`src/verilog/usb_irq_map.svh`:
```
// register offsets, field positions, reset values and widths for the interrupt enable block
`ifndef USB_IRQ_MAP_SVH
`define USB_IRQ_MAP_SVH

`define IRQ_ADDR_W         4
`define IRQ_OFS_ENABLE     4'h0
`define IRQ_OFS_ERRFLAGS   4'h1
`define IRQ_OFS_ERRSTATUS  4'h2
`define IRQ_OFS_ERRMASK    4'h3
`define IRQ_OFS_STATUS     4'h4
`define IRQ_OFS_CONTROL    4'h5

`define IRQ_ENABLE_RESET   8'h00
`define IRQ_ERRMASK_RESET  8'h00
`define IRQ_ERRSTAT_RESET  8'h00
`define IRQ_HOST_RESET     1'b0
`define IRQ_RDATA_RESET    16'h0000
`define IRQ_ERRFLAG_RESET  8'h00
`define IRQ_ERRFLAG_IMPL   8'hbf
`define IRQ_BIT_ATTACH     6
`define IRQ_BIT_BITSTUFF   7
`define IRQ_BIT_RSTDET     0
`define IRQ_CTRL_HOST      0
`define IRQ_DATA_W         16
`define IRQ_IMPL_W         8

`endif

```
`src/verilog/usb_irq_pkg.sv`:
```
// types shared by the interrupt enable block
package usb_irq_pkg;
  typedef logic [15:0] reg_word_t;
  typedef logic [3:0]  reg_addr_t;
  typedef logic [7:0]  flag_byte_t;
endpackage

```
`src/verilog/usb_irq_enable_error_status.sv`:
```
// interrupt enable and error status registers with gated interrupt request
//
// Local design decisions: the plain strobed port and the placing of the registers.
`include "usb_irq_map.svh"
// register index map, low byte carries every implemented bit:
//   0  interrupt enable, read and write
//   1  error flags, hardware set, write one to clear
//   2  error interrupt status, event sets, read clears, set wins
//   3  error mask, gates both the summary and the error interrupt
//   4  gated interrupt status, read only snapshot
//   5  control, bit zero selects host operation
// unmapped indexes read zero and ignore writes.
// hazards:
//   a flag event and a clear in one cycle leave the flag set,
//   so software never loses an error it has not yet seen.
//   the attach source is held off in device operation.
module usb_irq_enable_error_status #(
  parameter int unsigned IMPL_W = `IRQ_IMPL_W
) (
  input  wire logic                   clk,
  input  wire logic                   rstn,
  input  wire usb_irq_pkg::reg_addr_t addr,
  input  wire usb_irq_pkg::reg_word_t wdata,
  input  wire logic                   wr_en,
  input  wire logic                   rd_en,
  output usb_irq_pkg::reg_word_t      rdata,
  input  wire usb_irq_pkg::flag_byte_t status_flags,
  input  wire logic                   bus_reset_flag,
  input  wire logic                   bit_stuff_error,
  input  wire usb_irq_pkg::flag_byte_t error_events,
  output logic                        module_irq,
  output logic                        error_summary,
  output logic                        error_irq
);
  import usb_irq_pkg::*;

  // elaboration check: the register map serves an eight bit low byte only
  if (IMPL_W != 8) begin : g_bad_width
    $error("IMPL_W must be 8");
  end

  reg_word_t  rdata_q;
  logic       irq_q;
  logic       errsum_q;
  logic       errirq_q;
  flag_byte_t enable_q;
  flag_byte_t errmask_q;
  flag_byte_t errstat_q;
  logic       host_mode_q;
  flag_byte_t err_flags;
  flag_byte_t err_set;
  flag_byte_t err_clr;
  // per bit source selection and gating, driven bit by bit
  wire flag_byte_t stat_gated;
  wire flag_byte_t src_eff;
  // next values of the registered outputs and sticky status
  flag_byte_t errstat_keep;
  flag_byte_t errstat_d;
  logic       errirq_d;
  reg_word_t  rdata_d;
  logic       wr_enable;
  logic       wr_errflags;
  logic       wr_errmask;
  logic       wr_ctrl;
  logic       rd_errstat;
  logic       summary;

  // address decode of single cycle strobes
  assign wr_enable   = wr_en && (addr == `IRQ_OFS_ENABLE);
  assign wr_errflags = wr_en && (addr == `IRQ_OFS_ERRFLAGS);
  assign wr_errmask  = wr_en && (addr == `IRQ_OFS_ERRMASK);
  assign wr_ctrl     = wr_en && (addr == `IRQ_OFS_CONTROL);
  assign rd_errstat  = rd_en && (addr == `IRQ_OFS_ERRSTATUS);

  // enable register, low byte only
  always_ff @(posedge clk or negedge rstn) begin
    if (!rstn) begin
      enable_q <= `IRQ_ENABLE_RESET;
    end else if (wr_enable) begin
      enable_q <= wdata[7:0];
    end
  end

  // host or device operation select
  always_ff @(posedge clk or negedge rstn) begin
    if (!rstn) begin
      host_mode_q <= `IRQ_HOST_RESET;
    end else if (wr_ctrl) begin
      host_mode_q <= wdata[`IRQ_CTRL_HOST];
    end
  end

  // error flag bank events: bit stuff input folded into bit seven
  always_comb begin
    err_set = error_events;
    err_set[`IRQ_BIT_BITSTUFF] = error_events[`IRQ_BIT_BITSTUFF] | bit_stuff_error;
    err_clr = wr_errflags ? wdata[7:0] : 8'h00;
  end

  error_flag_bank #(
    .WIDTH (IMPL_W),
    .IMPL  (`IRQ_ERRFLAG_IMPL)
  ) u_flags (
    .clk       (clk),
    .rstn      (rstn),
    .set_pulse (err_set),
    .clr_mask  (err_clr),
    .flags_q   (err_flags)
  );

  // error summary mask register
  always_ff @(posedge clk or negedge rstn) begin
    if (!rstn) begin
      errmask_q <= `IRQ_ERRMASK_RESET;
    end else if (wr_errmask) begin
      errmask_q <= wdata[7:0];
    end
  end

  assign summary = |(err_flags & errmask_q);

  // effective source per bit: bit zero is bus reset in device, detach in host;
  // the attach source only counts in host operation, so a line change seen
  // while acting as device never wakes software
  for (genvar b = 0; b < 8; b++) begin : g_src
    if (b == `IRQ_BIT_RSTDET) begin : g_rstdet
      assign src_eff[b] = host_mode_q ? status_flags[b] : bus_reset_flag;
    end else if (b == `IRQ_BIT_ATTACH) begin : g_attach
      assign src_eff[b] = status_flags[b] & host_mode_q;
    end else begin : g_plain
      assign src_eff[b] = status_flags[b];
    end
    // each enable bit passes or masks only its own source
    assign stat_gated[b] = src_eff[b] & enable_q[b];
  end

  // module interrupt request, registered
  always_ff @(posedge clk or negedge rstn) begin
    if (!rstn) begin
      irq_q    <= 1'b0;
      errsum_q <= 1'b0;
    end else begin
      irq_q    <= |stat_gated;
      errsum_q <= summary;
    end
  end

  // sticky error status next value: a read clears, an event in the same
  // cycle still sets, so no event slips between read and clear
  always_comb begin
    errstat_keep = rd_errstat ? 8'h00 : errstat_q;
    errstat_d    = errstat_keep | (err_set & `IRQ_ERRFLAG_IMPL);
    errirq_d     = |(errstat_d & errmask_q); // level while an unmasked bit stands
  end

  // sticky error interrupt status register
  always_ff @(posedge clk or negedge rstn) begin
    if (!rstn) begin
      errstat_q <= `IRQ_ERRSTAT_RESET;
    end else begin
      errstat_q <= errstat_d;
    end
  end

  // error interrupt request, registered so the pin never glitches
  always_ff @(posedge clk or negedge rstn) begin
    if (!rstn) begin
      errirq_q <= 1'b0;
    end else begin
      errirq_q <= errirq_d;
    end
  end

  // read multiplexer: upper byte always zero, unmapped indexes read zero;
  // the bus stays at zero outside a read so idle cycles carry no stale data
  always_comb begin
    rdata_d = `IRQ_RDATA_RESET;
    if (rd_en) begin
      unique case (addr)
        `IRQ_OFS_ENABLE:    rdata_d = {8'h00, enable_q};
        `IRQ_OFS_ERRFLAGS:  rdata_d = {8'h00, err_flags};
        `IRQ_OFS_ERRSTATUS: rdata_d = {8'h00, errstat_q};
        `IRQ_OFS_ERRMASK:   rdata_d = {8'h00, errmask_q};
        `IRQ_OFS_STATUS:    rdata_d = {8'h00, stat_gated};
        `IRQ_OFS_CONTROL:   rdata_d = {15'h0000, host_mode_q};
        default:            rdata_d = `IRQ_RDATA_RESET;
      endcase
    end
  end

  // read data register, valid the cycle after the read strobe only
  always_ff @(posedge clk or negedge rstn) begin
    if (!rstn) begin
      rdata_q <= `IRQ_RDATA_RESET;
    end else begin
      rdata_q <= rdata_d;
    end
  end

  // every output comes straight from its register

  assign rdata         = rdata_q;
  assign module_irq    = irq_q;
  assign error_summary = errsum_q;
  assign error_irq     = errirq_q;
endmodule

```
`src/verilog/error_flag_bank.sv`:
```
// bank of sticky error flags: hardware sets, write one to clear, set wins
`include "usb_irq_map.svh"
module error_flag_bank #(
  parameter int unsigned           WIDTH = 8,
  parameter logic [WIDTH-1:0]      IMPL  = `IRQ_ERRFLAG_IMPL
) (
  input  wire logic             clk,
  input  wire logic             rstn,
  input  wire logic [WIDTH-1:0] set_pulse,
  input  wire logic [WIDTH-1:0] clr_mask,
  output wire logic [WIDTH-1:0] flags_q
);
  logic flag_bit_q [WIDTH];

  // elaboration check: an empty bank cannot hold any flag
  if (WIDTH < 1) begin : g_bad_width
    $error("WIDTH must be at least 1");
  end

  // one flag per bit; unimplemented positions stay zero
  for (genvar i = 0; i < WIDTH; i++) begin : g_flag
    if (IMPL[i]) begin : g_impl
      always_ff @(posedge clk or negedge rstn) begin
        if (!rstn) begin
          flag_bit_q[i] <= 1'b0;
        end else if (set_pulse[i]) begin
          flag_bit_q[i] <= 1'b1;
        end else if (clr_mask[i]) begin
          flag_bit_q[i] <= 1'b0;
        end
      end
    end else begin : g_none
      always_ff @(posedge clk or negedge rstn) begin
        if (!rstn) begin
          flag_bit_q[i] <= 1'b0;
        end else begin
          flag_bit_q[i] <= 1'b0;
        end
      end
    end
    assign flags_q[i] = flag_bit_q[i];
  end
endmodule

```
`config.mk`:
```
export PLATFORM = sky130hd
export DESIGN_NAME = usb_irq_enable_error_status
export DESIGN_NICKNAME = d
export VERILOG_FILES = /design/src/verilog/usb_irq_pkg.sv /design/src/verilog/usb_irq_enable_error_status.sv /design/src/verilog/error_flag_bank.sv
export VERILOG_INCLUDE_DIRS = /design/src /design/src/verilog
export SDC_FILE = /design/constraint.sdc
export NUM_CORES = 1
export LEC_CHECK = 0
export BUFFER_PORTS_ARGS = -buffer_cell sky130_fd_sc_hd__buf_2
export CORE_AREA = 5 5 68 70
export CTS_BUF_LIST = sky130_fd_sc_hd__clkbuf_4 sky130_fd_sc_hd__clkbuf_8
export DETAILED_ROUTE_END_ITERATION = 10
export DIE_AREA = 0 0 73 75
export PLACE_DENSITY_LB_ADDON = 0.12
export SETUP_SLACK_MARGIN = 0.02
export SKIP_LAST_GASP = 1
export SYNTH_ARGS = -nofsm -noshare
export SYNTH_HDL_FRONTEND = slang
export SYNTH_SLANG_ARGS = --single-unit
```
`constraint.sdc`:
```
create_clock -name clk -period 2.1 [get_ports clk]
set_input_delay 0.21 -clock clk [delete_from_list [all_inputs] [get_ports clk]]
set_output_delay 0.21 -clock clk [all_outputs]
set_load 0.01 [all_outputs]
```
After elaboration in Yosys (flattened, before gate mapping)
Index checks and enable logic that the tools add are counted.
Word-level totals
  output and inout port bits: 19
  register bits: 51
  logic and storage cells: 68
  input port bits: 42
Operators by class
  reduce and logical (&&, ||, !) cells: 16
  bitwise logic cells: 13
  muxes and demuxes: 19
  equality and inequality tests: 5
Operator list (number)
  $pmux 8 s6: 1
  $reduce_or 8->1: 3
  $and 8x8->8: 2
  $mux 16: 1
  $mux 8: 2
  $mux 1: 15
  $reduce_bool 2->1: 7
  $and 1x1->1: 9
  $eq 4x2->1 const B: 2
  $eq 4x3->1 const B: 2
  $or 8x8->8: 1
  $logic_and 1x1->1: 5
  $eq 4x1->1 const B: 1
  $logic_not 4->1: 1
  $or 1x1->1: 1

Logic depth before layout (Yosys ltp)
  word-level depth: 6
  depth in mapped cells: 6
  depth with buffers taken out: 4

Modules after synthesis
A second synthesis with hierarchy kept.
Unflattened totals
  cells, all modules: 205
  area, all modules: 2252.2 µm²
Modules (own cells, without submodules)
  usb_irq_enable_error_status: area an instance 1986.9 µm², instances 1, seq. area each 900.9 µm², cells each 182
  error_flag_bank: area an instance 265.3 µm², instances 1, seq. area each 175.2 µm², cells each 23

Worst setup path after synthesis
No wires, ideal clock.
  kind: input-to-reg
  start point: input addr[2]
  end point: register errmask_q[0]
  stages on the path: 5
  buffers on the path: 2
  data arrival time: 1301 ps
  slack: 674 ps
  data required time: 1975 ps
  setup time: 125 ps
  path through: buf_2 -> nor2_2 -> and4_1 -> buf_4 -> mux2_2
On the way
  word-level cells in the longest chain between the ends: 2
RTL lines
  start, declared: RTL line usb_irq_enable_error_status.sv:22  | input wire usb_irq_pkg::reg_addr_t addr,
  $eq 4x2->1
  $logic_and 1x1->1: RTL line usb_irq_enable_error_status.sv:71  | assign wr_errmask = wr_en && (addr == `IRQ_OFS_ERRMASK);
  end signal, assigned: RTL line usb_irq_enable_error_status.sv:114  | errmask_q <= `IRQ_ERRMASK_RESET;
  end signal, assigned: RTL line usb_irq_enable_error_status.sv:116  | errmask_q <= wdata[7:0];
  end, declared: RTL line usb_irq_enable_error_status.sv:47  | flag_byte_t errmask_q;
Every way passes these cells.
A chain may end at the register's enable or synchronous reset.

Worst setup path after layout
  start point: register errstat_q[4]
  end point: register errirq_q, in the netlist error_irq
On the way
  word-level cells in the longest chain between the ends: 4
RTL lines
  start, declared: RTL line usb_irq_enable_error_status.sv:48  | flag_byte_t errstat_q;
  start signal, assigned: RTL line usb_irq_enable_error_status.sv:159  | errstat_q <= `IRQ_ERRSTAT_RESET;
  start signal, assigned: RTL line usb_irq_enable_error_status.sv:161  | errstat_q <= errstat_d;
  $mux 8: RTL line usb_irq_enable_error_status.sv:151  | errstat_keep = rd_errstat ? 8'h00 : errstat_q;
  $or 8x8->8: RTL line usb_irq_enable_error_status.sv:152  | errstat_d = errstat_keep | (err_set & `IRQ_ERRFLAG_IMPL);
  $and 8x8->8: RTL line usb_irq_enable_error_status.sv:153  | errirq_d = |(errstat_d & errmask_q);
  $reduce_or 8->1: RTL line usb_irq_enable_error_status.sv:153
  net errirq_d: RTL line usb_irq_enable_error_status.sv:59  | logic errirq_d;
  end signal, assigned: RTL line usb_irq_enable_error_status.sv:170  | errirq_q <= errirq_d;
  end, declared: RTL line usb_irq_enable_error_status.sv:45  | logic errirq_q;
The timed path passes the listed nets, and every way through them passes these cells.

==> results.yml <==
sta:
  worst_clock_skew_ns: 0.00361
  min_period_over_period: 0.813
  finalCriticalPeriod_ns: 1.71
  setup_ws_ns: 0.392
  grt_setup_unrepaired: "false"
  fmax_mhz: 586
  setup_viol: 0
  setup_tns_ns: 0
  tightestPinTransition_ns: 0.928
  hold_viol_final: 0
  maxSlewViolCount: 0
  slew_headroom: 0.381
clock_tree:
  cts-root-buf: "clkbuf_8"
  cts_resized: 0
  clkTransAtPathRegs_ns: 0.08
  htreeDepth: 2
  cts_tree: "built"
  clockBufferDepth: 2
  post_cts_buffers: 0
  cts_inserted_buffers: 5
  clock-sinks: 43
  insertion_delay_ns: 0.29
  holdBufCountCts: 0
routing:
  vias: 1691
  drc_errors: 0
  antenna_left: 0
  wl_per_cell_um: 18.6
  first_pass_iters: 6
  vias_per_cell: 6.00
  drt-total-wl_mm: 5.25
  drtIter0Drc: 159
place:
  dp_hpwl_mm: 3.76
  gp_congestion: 0.816
  dp_slack_ns: 0.0672
  io_buffers: 43
worst_setup_path:
  cpLargestDelayFamily: "compound AO/OA/AOI/OAI gates"
  crit_start: "errstat_q[4]$_DFF_PN0_"
  crit_path_start_kind: "flip-flop"
  reg2reg_from: "errstat_q[4]$_DFF_PN0_"
  setup.worst_path.end: "error_irq$_DFF_PN0_"
  cp.arrival_ns: 1.87
  worst-path-buf-inv: 1
  cp_cell_sequence: "o21ai_0 -> a21oi_1 -> a2111oi_0 -> buf_4 -> nand4_1"
  critPathKind: "flip-flop to flip-flop"
  worst-r2r-setup-slack_ns: 0.39
  reg2reg_depth: 5
  slowest_delay_ns: 0.58
  slowest_stage: "a2111oi_0"
  required_ns: 2.26
  reg2reg_to: "error_irq$_DFF_PN0_"
  crit_cells: 5
  worstPathMaxFanout: 3
  end_kind: "flip-flop"
layout:
  final_nets: 273
  final.fill_count: 331
  syn_to_final_growth_pct: 15.4
  layout_common_cells: "dfrtp_1, buf_2, mux2_2"
  layout-drive-gt1-share: 0.388
  n_antenna_cell: 0
grt:
  grt_pass1_vias: 1670
  grt-ovfl-total: 0
  grt_pass1_wl_mm: 8.42
  gr-usage-all-layers: 0.204
  grt_start_max_net_pins: 44
  antenna_found_initial: 0
logic_synthesis:
  ys_types: 34
  syn_avg_cell_area_sq_um: 11.8
  synth_warnings: 0
  ys_seq_area_frac: 0.498
  synth_cells: 183
  synth_top_area_share: 0.498
  synth_edf_count: 0
  synth_area_sq_um: 2160
  synth-async-reset-ratio: 1.00
  ys_ff_latch: 43
  synthTopCellsByArea: "dfrtp_1, mux2_2, a21o_1"
  ys.flop_type: "dfrtp_1"
  yosysTopAreaCell: "dfrtp_1"
die:
  start_util: 0.552
  die_w_um: 73
  rows: 23
  placeableCoreArea_sq_um: 3910
  ioPinCount: 61
  die_h_um: 75
  dieArea_sq_um: 5480
power_and_ir_drop:
  ir_drop_mv: 0.474
  pwr-share-seq: 0.536
  swShare: 0.278
  powerDensity_nw_per_um2: 763
  intPower_w: 0.00137
  p_switching_w: 0.000528
  combPwrFrac: 0.190
  leakagePower_nw: 1.06
  clockPowerShare: 0.274
worst_hold_path:
  hp-class: "input pin to async pin"
job:
  maxCapViolCount: 0
run_status:
  outcome: "finished, final reports clean"
[registers in the layout, indices dropped and copies added (netlist names)]
signal	count
module_irq	1
host_mode_q	1
u_flags.flags_q	7
rdata	8
errstat_q	8
enable_q	8
error_irq	1
errmask_q	8
error_summary	1
[Yosys cell counts (2+ instances only)]
| cell type | instances |
|---|---|
| dfrtp_1 | 43 |
| mux2_2 | 26 |
| nand2_1 | 18 |
| a21o_1 | 12 |
| a21oi_1 | 12 |
| a22o_1 | 10 |
| buf_4 | 10 |
| a32oi_1 | 6 |
| o21ai_0 | 5 |
| a22oi_1 | 4 |
| buf_2 | 4 |
| nand4_1 | 3 |
| nor3b_1 | 3 |
| and2_1 | 2 |
| nand3_1 | 2 |
| nand3b_1 | 2 |
| nor2_2 | 2 |
| nor4b_2 | 2 |
| o21a_1 | 2 |
[kinds of logic (layout without fill, tap and decap cells)]
logic type	after synthesis	after routing	synth area share
AOI/OAI and AO/OA	56	56	0.187
DFF	43	43	0.498
and+or+nand+nor	41	41	0.124
muxes	27	27	0.140
buffers and inverters	15	57	0.0492
other	1	8	0.00174
[per-layer routing]
layer	share of wire	wire length, um	global-route usage
met1	0.40	2080	0.268
met2	0.48	2540	0.316
met3	0.10	547	0.0601
met4	0.015	78	0.0861
met5	0	0	0
[through the flow]
step | power [W] | cells | hold slack [ns] | instance area [sq um] | util
detailed placement | 0.00139 | 274 | 0.405 | 2400 | 0.614
finish | 0.00190 | 282 | 0.0556 | 2490 | 0.637
global route | 0.00199 | 282 | 0.129 | 2490 | 0.637
global placement | 0.00138 | 274 | 0.377 | 2400 | 0.614
floorplan | 0.00125 | 190 | -0.0856 | 2190 | -
CTS | 0.00191 | 282 | 0.0921 | 2490 | 0.637
[worst min-delay path by stage]
stage / to / slack [ns]
floorplan: enable_q[0]$_DFFE_PN0P_ / -0.09
global placement: host_mode_q$_DFFE_PN0P_ / 0.38
detailed placement: host_mode_q$_DFFE_PN0P_ / 0.41
CTS: errstat_q[7]$_DFF_PN0_ / 0.09
global route: u_flags.flags_q[1]$_DFFE_PN0P_ / 0.13
finish: host_mode_q$_DFFE_PN0P_ / 0.06
[area by class of cell]
class / instances / area, sq um / share of cell area
clock buffers: 7 / 83.8 / 0.0337
clock inverters: 1 / 5.00 / 0.00201
multi-input cells: 132 / 1000 / 0.403
flip-flops and latches: 43 / 1080 / 0.432
well taps: 50 / 62.6 / 0.0251
repair buffers: 49 / 260 / 0.104
[worst reg2reg max path: stages (launching register included)]
cell,delay [ns]
dfrtp_1,0.40
o21ai_0,0.23
a21oi_1,0.08
a2111oi_0,0.58
buf_4,0.21
nand4_1,0.09
[power groups by stage]
stage / Combinational, W / Sequential, W / Clock [W]
3_5_place_dp: 0.000361 / 0.00103 / 0
5_1_grt: 0.000396 / 0.00103 / 0.000566
3_3_place_gp: 0.000352 / 0.00103 / 0
6_report: 0.000362 / 0.00102 / 0.000520
4_1_cts: 0.000364 / 0.00102 / 0.000534
2_1_floorplan: 0.000243 / 0.00100 / 0
Note: power is estimated with default switching activity, not from simulation.
